`src/hdl/sair_defs.svh`:
```
// Constants of the safe analog I/O register map block: offsets,
// field positions, scaling figures and timing.
// Assumes a 100 MHz system clock and an APB master with 32-bit data.
//
// Function
// - Temperature module has resistance or thermocouple mode
// - Resistance mode maps nine input-class words
// - Thermocouple mode maps ten words, status, junction
// - Out of range: limits, open wire, short
// - Current module maps nine input-class words
// - Current status byte uses only its MSB
// - 4-20 mA scales to 0-16000 or 0-4095
// - 0-20 mA scales to 0-20000 counts
// - 0-25 mA scales to 0-25000 counts
// - Output module maps eight output-class words
// - Outputs take time-out state when updates stop
`ifndef SAIR_DEFS_SVH
`define SAIR_DEFS_SVH

// ----------------------------------------------------------------
// Address map
// ----------------------------------------------------------------
`define SAIR_ADDR_W 12
`define SAIR_REG_TEMP 2'h0
`define SAIR_REG_CUR 2'h1
`define SAIR_REG_OUT 2'h2
`define SAIR_REG_CFG 2'h3
`define SAIR_IDX_STAT 4'h8
`define SAIR_IDX_JUNC 4'h9
`define SAIR_CFG_MODE 4'h0
`define SAIR_CFG_CRNG 4'h1
`define SAIR_CFG_ORNG 4'h2
`define SAIR_CFG_OTMO 4'h3
`define SAIR_CFG_STAT 4'h4
`define SAIR_CFG_USER0 4'h8

// ----------------------------------------------------------------
// Field positions
// ----------------------------------------------------------------
`define SAIR_CUR_STAT_BIT 7
`define SAIR_WARN_LSB 8

// ----------------------------------------------------------------
// Scaling, in microamps and counts
// ----------------------------------------------------------------
`define SAIR_LIVE_ZERO_UA 16'h0FA0
`define SAIR_SPAN_16K 16'h3E80
`define SAIR_SPAN_20K 16'h4E20
`define SAIR_SPAN_25K 16'h61A8
`define SAIR_K4095 16'h4186
`define SAIR_PCT_FULL 16'h2710

// ----------------------------------------------------------------
// Timing
// ----------------------------------------------------------------
`define SAIR_CLK_MHZ 100
`define SAIR_TMO_MS 100
`define SAIR_TMO_CYC (`SAIR_TMO_MS * `SAIR_CLK_MHZ * 1000)

`endif

```
`src/hdl/sair_pkg.sv`:
```
// Types shared by the safe analog I/O register map block.
// Assumes sair_defs.svh is compiled alongside.
package sair_pkg;

    // ------------------------------------------------------------
    // Enumerations
    // ------------------------------------------------------------
    typedef enum logic [1:0] {
        SAIR_C4_16K,
        SAIR_C4_4095,
        SAIR_C0_20,
        SAIR_C0_25
    } sair_crange_t;

    typedef enum logic [1:0] {
        SAIR_TMO_HOLD,
        SAIR_TMO_MIN,
        SAIR_TMO_MAX,
        SAIR_TMO_USER
    } sair_tmo_t;

    // ------------------------------------------------------------
    // Buses and state
    // ------------------------------------------------------------
    typedef logic [7:0][15:0] sair_word8_t;
    typedef logic [7:0][1:0] sair_sel8_t;

    typedef struct packed {
        sair_word8_t temp_raw;
        logic [7:0] open_w;
        logic [7:0] short_w;
        logic [15:0] junc;
        sair_word8_t cur_ua;
    } sair_in_t;

    typedef struct packed {
        sair_in_t sync1;
        sair_in_t sync2;
        sair_word8_t temp_val;
        logic [15:0] temp_stat;
        logic [15:0] junc_val;
        sair_word8_t cur_val;
        logic [7:0] cur_stat;
        logic tc_mode;
        sair_sel8_t cur_rng;
        sair_sel8_t out_rng;
        sair_sel8_t out_tmo;
        sair_word8_t out_user;
        sair_word8_t out_cmd;
        sair_word8_t out_val;
        logic [31:0] tmo_cnt;
        logic timed_out;
        logic [31:0] prdata;
        logic pready;
        logic pslverr;
    } sair_state_t;

endpackage

```
`src/hdl/sair_top.sv`:
```
// Register map of three safe analog modules behind one APB slave:
// temperature inputs, current inputs and outputs with a time-out.
// Assumes field readings arrive asynchronously and are resampled.
//
// Local design decisions: the address map and the APB slave port.
`timescale 1ns/10ps
`include "sair_defs.svh"

module sair_top #(
    parameter logic [31:0] TMO_CYC = `SAIR_TMO_CYC,
    parameter logic signed [15:0] RES_LO = -16'sd2000,
    parameter logic signed [15:0] RES_HI = 16'sd8500,
    parameter logic signed [15:0] TC_LO = -16'sd2700,
    parameter logic signed [15:0] TC_HI = 16'sd18200,
    parameter logic signed [15:0] WARN_BAND = 16'sd100
) (
    // Clock and reset
    input wire logic clk_sys_i,
    input wire logic nrst_i,
    // APB slave
    input wire logic psel_i,
    input wire logic penable_i,
    input wire logic pwrite_i,
    input wire logic [`SAIR_ADDR_W-1:0] paddr_i,
    input wire logic [31:0] pwdata_i,
    output logic [31:0] prdata_o,
    output logic pready_o,
    output logic pslverr_o,
    // Temperature front end
    input wire sair_pkg::sair_word8_t temp_raw_i,
    input wire logic [7:0] temp_open_i,
    input wire logic [7:0] temp_short_i,
    input wire logic [15:0] junc_temp_i,
    // Current front end, readings in microamps
    input wire sair_pkg::sair_word8_t cur_ua_i,
    // Output channels
    output sair_pkg::sair_word8_t out_val_o,
    output sair_pkg::sair_sel8_t out_range_o,
    output logic out_timed_out_o,
    output logic tc_mode_o
);
    import sair_pkg::*;

    // ------------------------------------------------------------
    // Helpers
    // ------------------------------------------------------------
    function automatic logic [15:0] sair_clip(
        input logic [15:0] v,
        input logic [15:0] lim
    );
        begin
            sair_clip = (v > lim) ? lim : v;
        end
    endfunction

    // Live-zero ranges clamp below 4 mA to zero counts
    function automatic logic [15:0] sair_scale(
        input logic [15:0] ua,
        input sair_crange_t r
    );
        logic [15:0] t;
        logic [31:0] p;
        begin
            t = (ua < `SAIR_LIVE_ZERO_UA) ? 16'h0000
                : sair_clip(ua - `SAIR_LIVE_ZERO_UA, `SAIR_SPAN_16K);
            p = 32'(t) * 32'(`SAIR_K4095);
            case (r)
                SAIR_C4_16K: sair_scale = t;
                SAIR_C4_4095: sair_scale = p[31:16];
                SAIR_C0_20: sair_scale = sair_clip(ua, `SAIR_SPAN_20K);
                SAIR_C0_25: sair_scale = sair_clip(ua, `SAIR_SPAN_25K);
                default: sair_scale = 16'h0000;
            endcase
        end
    endfunction

    function automatic logic sair_cur_bad(
        input logic [15:0] ua,
        input sair_crange_t r
    );
        logic [15:0] top;
        begin
            top = `SAIR_SPAN_20K;
            if (r == SAIR_C0_25) begin
                top = `SAIR_SPAN_25K;
            end
            sair_cur_bad = (ua > top) ||
                ((r == SAIR_C4_16K || r == SAIR_C4_4095) &&
                 (ua < `SAIR_LIVE_ZERO_UA));
        end
    endfunction

    // Fault and warning share one limit pair chosen by the mode
    function automatic logic [1:0] sair_temp_chk(
        input logic signed [15:0] v,
        input logic tc,
        input logic opn,
        input logic shrt
    );
        logic signed [15:0] lo;
        logic signed [15:0] hi;
        logic bad;
        logic warn;
        begin
            lo = tc ? TC_LO : RES_LO;
            hi = tc ? TC_HI : RES_HI;
            bad = opn || shrt || (v < lo) || (v > hi);
            warn = !bad && ((v < lo + WARN_BAND) ||
                            (v > hi - WARN_BAND));
            sair_temp_chk = {warn, bad};
        end
    endfunction

    function automatic logic [15:0] sair_tmo_val(
        input sair_tmo_t sel,
        input logic [15:0] held,
        input logic [15:0] user
    );
        begin
            case (sel)
                SAIR_TMO_HOLD: sair_tmo_val = held;
                SAIR_TMO_MIN: sair_tmo_val = 16'h0000;
                SAIR_TMO_MAX: sair_tmo_val = `SAIR_PCT_FULL;
                SAIR_TMO_USER: sair_tmo_val = user;
                default: sair_tmo_val = held;
            endcase
        end
    endfunction

    // ------------------------------------------------------------
    // State
    // ------------------------------------------------------------
    sair_state_t st;
    sair_state_t next_st;

    logic setup;
    logic wr_go;
    logic [1:0] region;
    logic [3:0] idx;
    logic [2:0] ch;
    logic [1:0] tchk;
    logic [31:0] rd;
    logic err;

    assign setup = psel_i && !penable_i;
    assign wr_go = psel_i && penable_i && st.pready && pwrite_i &&
                   !st.pslverr;
    assign region = paddr_i[7:6];
    assign idx = paddr_i[5:2];
    assign ch = paddr_i[4:2];

    // ------------------------------------------------------------
    // Next state
    // ------------------------------------------------------------
    always_comb begin
        next_st = st;
        rd = 32'h0000_0000;
        err = 1'b0;
        tchk = 2'b00;

        // Two-flop resampling of the field side
        next_st.sync1.temp_raw = temp_raw_i;
        next_st.sync1.open_w = temp_open_i;
        next_st.sync1.short_w = temp_short_i;
        next_st.sync1.junc = junc_temp_i;
        next_st.sync1.cur_ua = cur_ua_i;
        next_st.sync2 = st.sync1;

        // Input readings and status
        next_st.junc_val = st.sync2.junc;
        for (int i = 0; i < 8; i++) begin
            next_st.temp_val[i] = st.sync2.temp_raw[i];
            tchk = sair_temp_chk(st.sync2.temp_raw[i], st.tc_mode,
                                 st.sync2.open_w[i],
                                 st.sync2.short_w[i]);
            next_st.temp_stat[i] = tchk[0];
            next_st.temp_stat[i + `SAIR_WARN_LSB] = tchk[1];
            next_st.cur_val[i] = sair_scale(st.sync2.cur_ua[i],
                sair_crange_t'(st.cur_rng[i]));
        end
        next_st.cur_stat = 8'h00;
        for (int i = 0; i < 8; i++) begin
            if (sair_cur_bad(st.sync2.cur_ua[i],
                             sair_crange_t'(st.cur_rng[i]))) begin
                next_st.cur_stat[`SAIR_CUR_STAT_BIT] = 1'b1;
            end
        end

        // Read decode, answered one cycle after setup
        if (paddr_i[`SAIR_ADDR_W-1:8] != '0 || paddr_i[1:0] != 2'b00) begin
            err = 1'b1;
        end else begin
            case (region)
                `SAIR_REG_TEMP: begin
                    if (idx < `SAIR_IDX_STAT) begin
                        rd = {16'h0000, st.temp_val[ch]};
                    end else if (idx == `SAIR_IDX_STAT) begin
                        rd = {16'h0000, st.temp_stat};
                    end else if (idx == `SAIR_IDX_JUNC && st.tc_mode) begin
                        rd = {16'h0000, st.junc_val};
                    end else begin
                        err = 1'b1;
                    end
                end
                `SAIR_REG_CUR: begin
                    if (idx < `SAIR_IDX_STAT) begin
                        rd = {16'h0000, st.cur_val[ch]};
                    end else if (idx == `SAIR_IDX_STAT) begin
                        rd = {24'h000000, st.cur_stat};
                    end else begin
                        err = 1'b1;
                    end
                end
                `SAIR_REG_OUT: begin
                    if (idx < `SAIR_IDX_STAT) begin
                        rd = {16'h0000, st.out_cmd[ch]};
                    end else begin
                        err = 1'b1;
                    end
                end
                `SAIR_REG_CFG: begin
                    case (idx)
                        `SAIR_CFG_MODE: rd = {31'h0, st.tc_mode};
                        `SAIR_CFG_CRNG: rd = {16'h0000, st.cur_rng};
                        `SAIR_CFG_ORNG: rd = {16'h0000, st.out_rng};
                        `SAIR_CFG_OTMO: rd = {16'h0000, st.out_tmo};
                        `SAIR_CFG_STAT: rd = {31'h0, st.timed_out};
                        default: begin
                            if (idx >= `SAIR_CFG_USER0) begin
                                rd = {16'h0000, st.out_user[ch]};
                            end else begin
                                err = 1'b1;
                            end
                        end
                    endcase
                end
                default: err = 1'b1;
            endcase
        end
        // Read-only words refuse writes
        if (pwrite_i && (region == `SAIR_REG_TEMP ||
                         region == `SAIR_REG_CUR ||
                         (region == `SAIR_REG_CFG &&
                          idx == `SAIR_CFG_STAT))) begin
            err = 1'b1;
        end

        next_st.pready = setup;
        if (setup) begin
            next_st.prdata = pwrite_i ? 32'h0000_0000 : rd;
            next_st.pslverr = err;
        end else if (st.pready) begin
            next_st.prdata = 32'h0000_0000;
            next_st.pslverr = 1'b0;
        end

        // Writes at the access edge
        if (wr_go) begin
            case (region)
                `SAIR_REG_OUT: next_st.out_cmd[ch] = pwdata_i[15:0];
                `SAIR_REG_CFG: begin
                    case (idx)
                        `SAIR_CFG_MODE: next_st.tc_mode = pwdata_i[0];
                        `SAIR_CFG_CRNG: next_st.cur_rng = pwdata_i[15:0];
                        `SAIR_CFG_ORNG: next_st.out_rng = pwdata_i[15:0];
                        `SAIR_CFG_OTMO: next_st.out_tmo = pwdata_i[15:0];
                        default: begin
                            if (idx >= `SAIR_CFG_USER0) begin
                                next_st.out_user[ch] = pwdata_i[15:0];
                            end
                        end
                    endcase
                end
                default: next_st.out_cmd = st.out_cmd;
            endcase
        end

        // Update watchdog: any output word write restarts it
        if (wr_go && region == `SAIR_REG_OUT) begin
            next_st.tmo_cnt = 32'h0000_0000;
            next_st.timed_out = 1'b0;
        end else if (st.tmo_cnt >= TMO_CYC - 32'h1) begin
            next_st.timed_out = 1'b1;
        end else begin
            next_st.tmo_cnt = st.tmo_cnt + 32'h1;
        end

        // Drive channels; time-out values replace commands
        for (int i = 0; i < 8; i++) begin
            if (next_st.timed_out) begin
                next_st.out_val[i] = sair_tmo_val(
                    sair_tmo_t'(st.out_tmo[i]), st.out_val[i],
                    st.out_user[i]);
            end else begin
                next_st.out_val[i] = next_st.out_cmd[i];
            end
        end
    end

    // ------------------------------------------------------------
    // Registers
    // ------------------------------------------------------------
    always_ff @(posedge clk_sys_i) begin
        if (!nrst_i) begin
            st <= '0;
        end else begin
            st <= next_st;
        end
    end

    // ------------------------------------------------------------
    // Outputs
    // ------------------------------------------------------------
    assign prdata_o = st.prdata;
    assign pready_o = st.pready;
    assign pslverr_o = st.pslverr;
    assign out_val_o = st.out_val;
    assign out_range_o = st.out_rng;
    assign out_timed_out_o = st.timed_out;
    assign tc_mode_o = st.tc_mode;

endmodule

```
`config.mk`:
```
export PLATFORM = sky130hd
export DESIGN_NAME = sair_top
export DESIGN_NICKNAME = d
export VERILOG_FILES = /design/src/hdl/sair_pkg.sv /design/src/hdl/sair_top.sv
export VERILOG_INCLUDE_DIRS = /design/src /design/src/hdl
export SDC_FILE = /design/constraint.sdc
export NUM_CORES = 2
export LEC_CHECK = 0
export ABC_AREA = 1
export BUFFER_PORTS_ARGS = -buffer_cell sky130_fd_sc_hd__buf_2
export CAP_MARGIN = 25
export CELL_PAD_IN_SITES_DETAIL_PLACEMENT = 0
export CELL_PAD_IN_SITES_GLOBAL_PLACEMENT = 1
export CORE_MARGIN = 3
export CORE_UTILIZATION = 41
export DETAILED_ROUTE_END_ITERATION = 8
export GPL_TIMING_DRIVEN = 0
export PLACE_DENSITY = 0.77
export SLEW_MARGIN = 20
export SYNTH_ARGS = -nofsm -noshare
export SYNTH_HDL_FRONTEND = slang
export SYNTH_SLANG_ARGS = --single-unit
```
`constraint.sdc`:
```
create_clock -name clk_sys_i -period 6.02 [get_ports clk_sys_i]
set_clock_uncertainty 0.2 [all_clocks]
set_input_delay 1.204 -clock clk_sys_i [delete_from_list [all_inputs] [get_ports clk_sys_i]]
set_output_delay 1.204 -clock clk_sys_i [all_outputs]
set_load 0.05 [all_outputs]
```
## Word-level counts from Yosys, hierarchy flattened

Cells that the tools add are included.

- Add/sub/neg operators: 11
- Multiply operators: 8
- Order comparisons: 77
- Equality and inequality tests: 65
- Multiplexer cells: 116
- Bitwise operators: 2
- Reduce and logical (&&, ||, !) cells: 116

Operators with widths:

| operator | number |
|---|---|
| 2-to-1 mux 16 bit | 51 |
| case mux 16 bit (4 select lines) | 8 |
| > comparator 16 bit | 24 |
| case mux 16 bit (3 select lines) | 8 |
| bitwise mux 128 bit | 2 |
| > comparator 16 x 15 -> 1 bit (second input constant) | 16 |
| 2-to-1 mux 128 bit | 2 |
| multiplier 16 x 14 -> 30 bit (second input constant) | 8 |
| binary-select mux 16 bit (select 3 bit) | 4 |
| > comparator 16 x 14 -> 1 bit (second input constant) | 8 |
| less-than comparator 16 x 12 -> 1 bit (second input constant) | 8 |
| less-than comparator 16 x 14 -> 1 bit | 8 |
| 2-to-1 mux 32 bit | 4 |
| case mux 32 bit (4 select lines) | 1 |
| subtractor 16 x 12 -> 16 bit (second input constant) | 8 |
| less-than comparator 16 bit | 7 |
| 2-to-1 mux 14 bit | 8 |
| case mux 16 bit (5 select lines) | 1 |
| equality test 2 bit (second input constant) | 34 |
| logical OR 1 bit | 51 |
| demux 16 bit (select 3 bit) | 1 |
| equality test 2 x 1 -> 1 bit (second input constant) | 17 |
| zero test 2 bit | 17 |
| adder 32 x 1 -> 32 bit (second input constant) | 1 |
| 29 further kinds | 98 |

- Bits in registers: 1372
- Output and inout bits: 180
- Word-level logic and storage cells: 507

## Logic depth before layout (Yosys ltp)

- Depth in word-level cells: 12
- Gate-level depth with buffers: 39

## Worst setup path after synthesis

No wires, ideal clock.

- Kind: register -> register
- From: reg st[913] (netlist name)
- To: reg st[624] (netlist name)
- Arrival: 5618 ps
- Required time: 5706 ps
- Setup slack: 88 ps
- Cell stages (with the launch flop): 31
- Buffers on the path: 0
- Period minus slack after synthesis: 5932 ps
- Cells stage by stage: dfxtp_1 -> inv_1 -> ha_1 -> nor2_1 -> nand3_1 -> nand2_1 -> nor2_1 -> and2_1 -> nand2_1 -> nand2_2 -> nor2_1 -> ha_1 -> ha_1 -> ha_1 -> fa_1 -> inv_1 -> fa_1 -> inv_1 -> fa_1 -> ha_1 -> nand2_1 -> nor2_1 -> inv_1 -> nor2_1 -> nand4_1 -> nand3_1 -> nand2_1 -> inv_1 -> nor2_1 -> nor2_1 -> nor2_1

- Word-level cells in the longest chain between the ends: 6
- Elaborated cells on any way between the ends: 11
- Those cells by class: add/sub (1); mul (1); order compare (4); mux (5)

Ends and longest elaborated chain:

| item | RTL line | text |
|---|---|---|
| start, declared | sair_top.sv:133 | `sair_state_t st;` |
| start signal, assigned | sair_top.sv:307 | `st <= next_st;` |
| subtractor 16 x 12 -> 16 bit (no line) | -- |  |
| > comparator 16 x 14 -> 1 bit | sair_top.sv:52 | `sair_clip = (v > lim) ? lim : v;` |
| 2-to-1 mux 16 bit | sair_top.sv:52 |  |
| 2-to-1 mux 16 bit | sair_top.sv:64 | `` t = (ua < `SAIR_LIVE_ZERO_UA) ? 16'h0000 `` |
| multiplier 16 x 14 -> 30 bit | sair_top.sv:66 | `` p = 32'(t) * 32'(`SAIR_K4095); `` |
| case mux 16 bit (4 select lines) * | sair_top.sv:67 | `case (r)` |

Every way passes the cells marked *; elsewhere a longest branch is shown, timed or not.
A chain may end at the register's enable or synchronous reset.

## Final worst setup path

- From: reg st[850] (netlist name)
- To: reg st[558] (netlist name)

The elaborated chain is that of the path after synthesis.

==> qor.yml <==
firstDrtPassIters: 6
grt_max_degree: 43
pwr-share-seq_pct: 32.1
multi_input_area_um2: 55300
hpwl_mm: 311
relSlewSlack_pct: 21.4
status: "completed"
worst_pin_slew_ns: 1.18
grt_pass1_vias: 84647
cts.path.max_buffers: 3
grt_overflow: 0
cts_made_buffers: 154
timing.hold.ws_ns: 0.179
combPwrFrac_pct: 33.4
p_switching_mw: 10.7
drive_above_1_share_pct: 16.3
path_clk_slew_ns: 0.07
synth_edf_count: 0
fillers: 21938
dr.first_iter.drc_count: 7694
hold_violations: 0
clock-sinks: 1349
gp_congestion: 1.07
seq_area_um2: 27100
swShare_pct: 36.6
cts.hold.buffers_added: 0
slowest_stage: "fa_1"
worst-endpoint-arrival_ns: 6.38
yosys_warnings: 0
fin_crit_ns: 5.87
wire_per_inst_um: 22.4
postSynthAreaPerCell_um2: 6.80
drc: 0
end_kind: "flop"
nNetsFinal: 15524
drt-vias-per-instance: 5.26
synth_ff_type: "dfxtp_1"
ant_nets: 0
synthesis.instances: 13053
ys_async_sr_fraction_pct: 0
antenna_found_initial: 22
synth_cell_types: 51
die_h_um: 471
slew_violations: 0
cts_tree: "yes"
hp-class: "reg2reg"
power_leakage_nw: 56.7
ys_ff_latch: 1349
period_share_pct: 97.5
die_x_um: 471
rsz0062_at_grt: "yes"
rows: 170
critPathTopFamily: "adder cells"
grt_pass1_wl_mm: 547
worstSkewPairLatency_ns: 0.85
crit_type: "reg2reg"
intPower_mw: 18.5
vdd_drop_max_mv: 0.292
stdcell_count: 17010
netlist_area_um2: 88700
timing.critical_path.buf_inv: 4
setup_viol: 0
grt.total_usage_pct: 32.9
fmax_ghz: 0.170
ys_seq_area_share_pct: 30.4
dp_cells: 16492
tns_ns: 0
dieArea_um2: 222000
slowest_delay_ns: 0.53
clkPwrFrac_pct: 34.5
area_delta_synth_final_pct: 21.7
start_kind: "flop"
critPathRequiredTime_ns: 6.53
drt-total-wl_mm: 381
cp_max_fo: 6
num_vias: 89445
drv_cap: 0
cts_root_buffer: "clkbuf_16"
port_buffers: 481
power_density_nw_per_um2: 270
design.core.area_um2: 215000
htree_levels: 4
boundaryPins: 517
initial_utilization_pct: 41.3
total_power_mw: 29.2
-- cell families after synthesis --
group           synth area share, %
xor+xnor                      0.573
flops                          30.4
buf+inv                        13.1
compound gates                 10.1
fa+ha+maj                      18.0
other cells                 0.00847
simple gates                   27.8
-- per-stage QoR --
| stage | worst slack [ns] | cell area (µm²) | utilization [%] |
|---|---|---|---|
| global placement | -1.66 | 95000 | 44.2 |
| CTS | -0.0231 | 103000 | 48.1 |
| global route | -0.109 | 108000 | 50.2 |
| finish | 0.151 | 108000 | 50.3 |
| floorplan | 0.0882 | 89100 | - |
| detailed placement | -1.54 | 95500 | 44.4 |
-- flip-flops by register name (all words and copies together) (netlist names) --
register / count
prdata_o: 16
out_val_o: 128
pslverr_o: 1
st: 753
out_timed_out_o: 1
tc_mode_o: 1
next_st: 432
out_range_o: 16
pready_o: 1
-- power by group through the flow --
| stage | sequential [mW] | combinational (mW) | clock [mW] |
|---|---|---|---|
| floorplan | 9.47 | 4.84 | 0 |
| global placement | 9.57 | 7.08 | 0 |
| detailed placement | 9.57 | 7.16 | 0 |
| CTS | 9.37 | 7.91 | 10.2 |
| global route | 9.39 | 10.7 | 10.5 |
| finish | 9.38 | 9.74 | 10.1 |
-- cells in the mapped netlist, drive strengths merged (2+ instances only) --
cell    instances  area [µm²]
o21a            5        37.5
o21bai         45         338
o21ai         672        3370
ha            945       11800
nand2        3368       12700
nand4         335        2110
xnor2          22         193
clkinv          4        15.0
nor3b           8        60.1
nand3         769        3870
nand2b          2        12.5
o211ai         65         488
conb            2        7.51
clkbuf        346        1300
buf           293        1880
dfxtp        1349       27000
fa            208        4160
and2            7        43.8
o31ai           4        30.0
a31oi          19         119
or2            12        75.1
nor4           36         225
o221ai         16         140
inv          2235        8390
nor3          109         586
a21boi          3        22.5
or3             2        12.5
a21o            2        15.0
o22ai           7        43.8
xor2           36         315
nor2         1220        4690
and3           12        75.1
nand3b         35         263
a21oi         855        4280
-- worst min-delay path: cells and delay by family (launching register included) --
kind | cells | cell delay [ns]
buffers and inverters | 1 | 0.03
AND/OR/NAND/NOR | 1 | 0.05
flip-flops | 1 | 0.29
-- layer usage --
layer | vias up | GRT usage [%] | part of all wire (%)
met5 | - | 0 | 0.015
met4 | 8 | 16.8 | 6.2
met3 | 800 | 4.77 | 7.0
met2 | 3495 | 51.7 | 44
met1 | 42106 | 44.0 | 43
li1 | 43036 | - | -
-- path summary, 6_finish.rpt --
check,depth (start not counted),slack [ns],start,endpoint
setup / recovery,30,0.15,st[850],st[558]
hold / removal,2,0.18,next_st[835],st[835]
setup reg to reg,30,0.15,st[850],st[558]
hold reg to reg,2,0.18,next_st[835],st[835]
-- placed cells by master (no fill, tap or decap), types with 150 or more instances in the layout --
| cell | synthesis | final |
|---|---|---|
| nor2_4 | 7 | 150 |
| clkbuf_16 | 0 | 155 |
| buf_4 | 179 | 386 |
| clkbuf_1 | 344 | 326 |
| nor2_1 | 1191 | 912 |
| nand4_1 | 334 | 334 |
| buf_2 | 89 | 567 |
| o21ai_0 | 602 | 540 |
| a21oi_1 | 855 | 762 |
| nor2_2 | 22 | 158 |
| inv_1 | 2229 | 2123 |
| dfxtp_1 | 1349 | 1292 |
| fa_1 | 208 | 205 |
| ha_1 | 945 | 810 |
| nand3_1 | 765 | 725 |
| nand2_1 | 3362 | 3199 |
-- final cells by class --
class / instances / share of cell area [%]
plain buffers: 635 / 3.03
flip-flops and latches: 1349 / 25.1
well taps: 2838 / 3.29
repair buffers: 728 / 4.27
inverters: 2239 / 7.89
clock buffers: 202 / 4.00
multi-input cells: 8927 / 51.2
clock inverters: 82 / 1.11
diodes: 10 / 0.0232
-- what timing repair did --
item,CTS,global route
setup buffers,71,152
endpoints found under the setup margin,104,104
resized for setup,537,842
pin swaps,92,354
cloned,1,1
(Power assumes the default switching activity.)
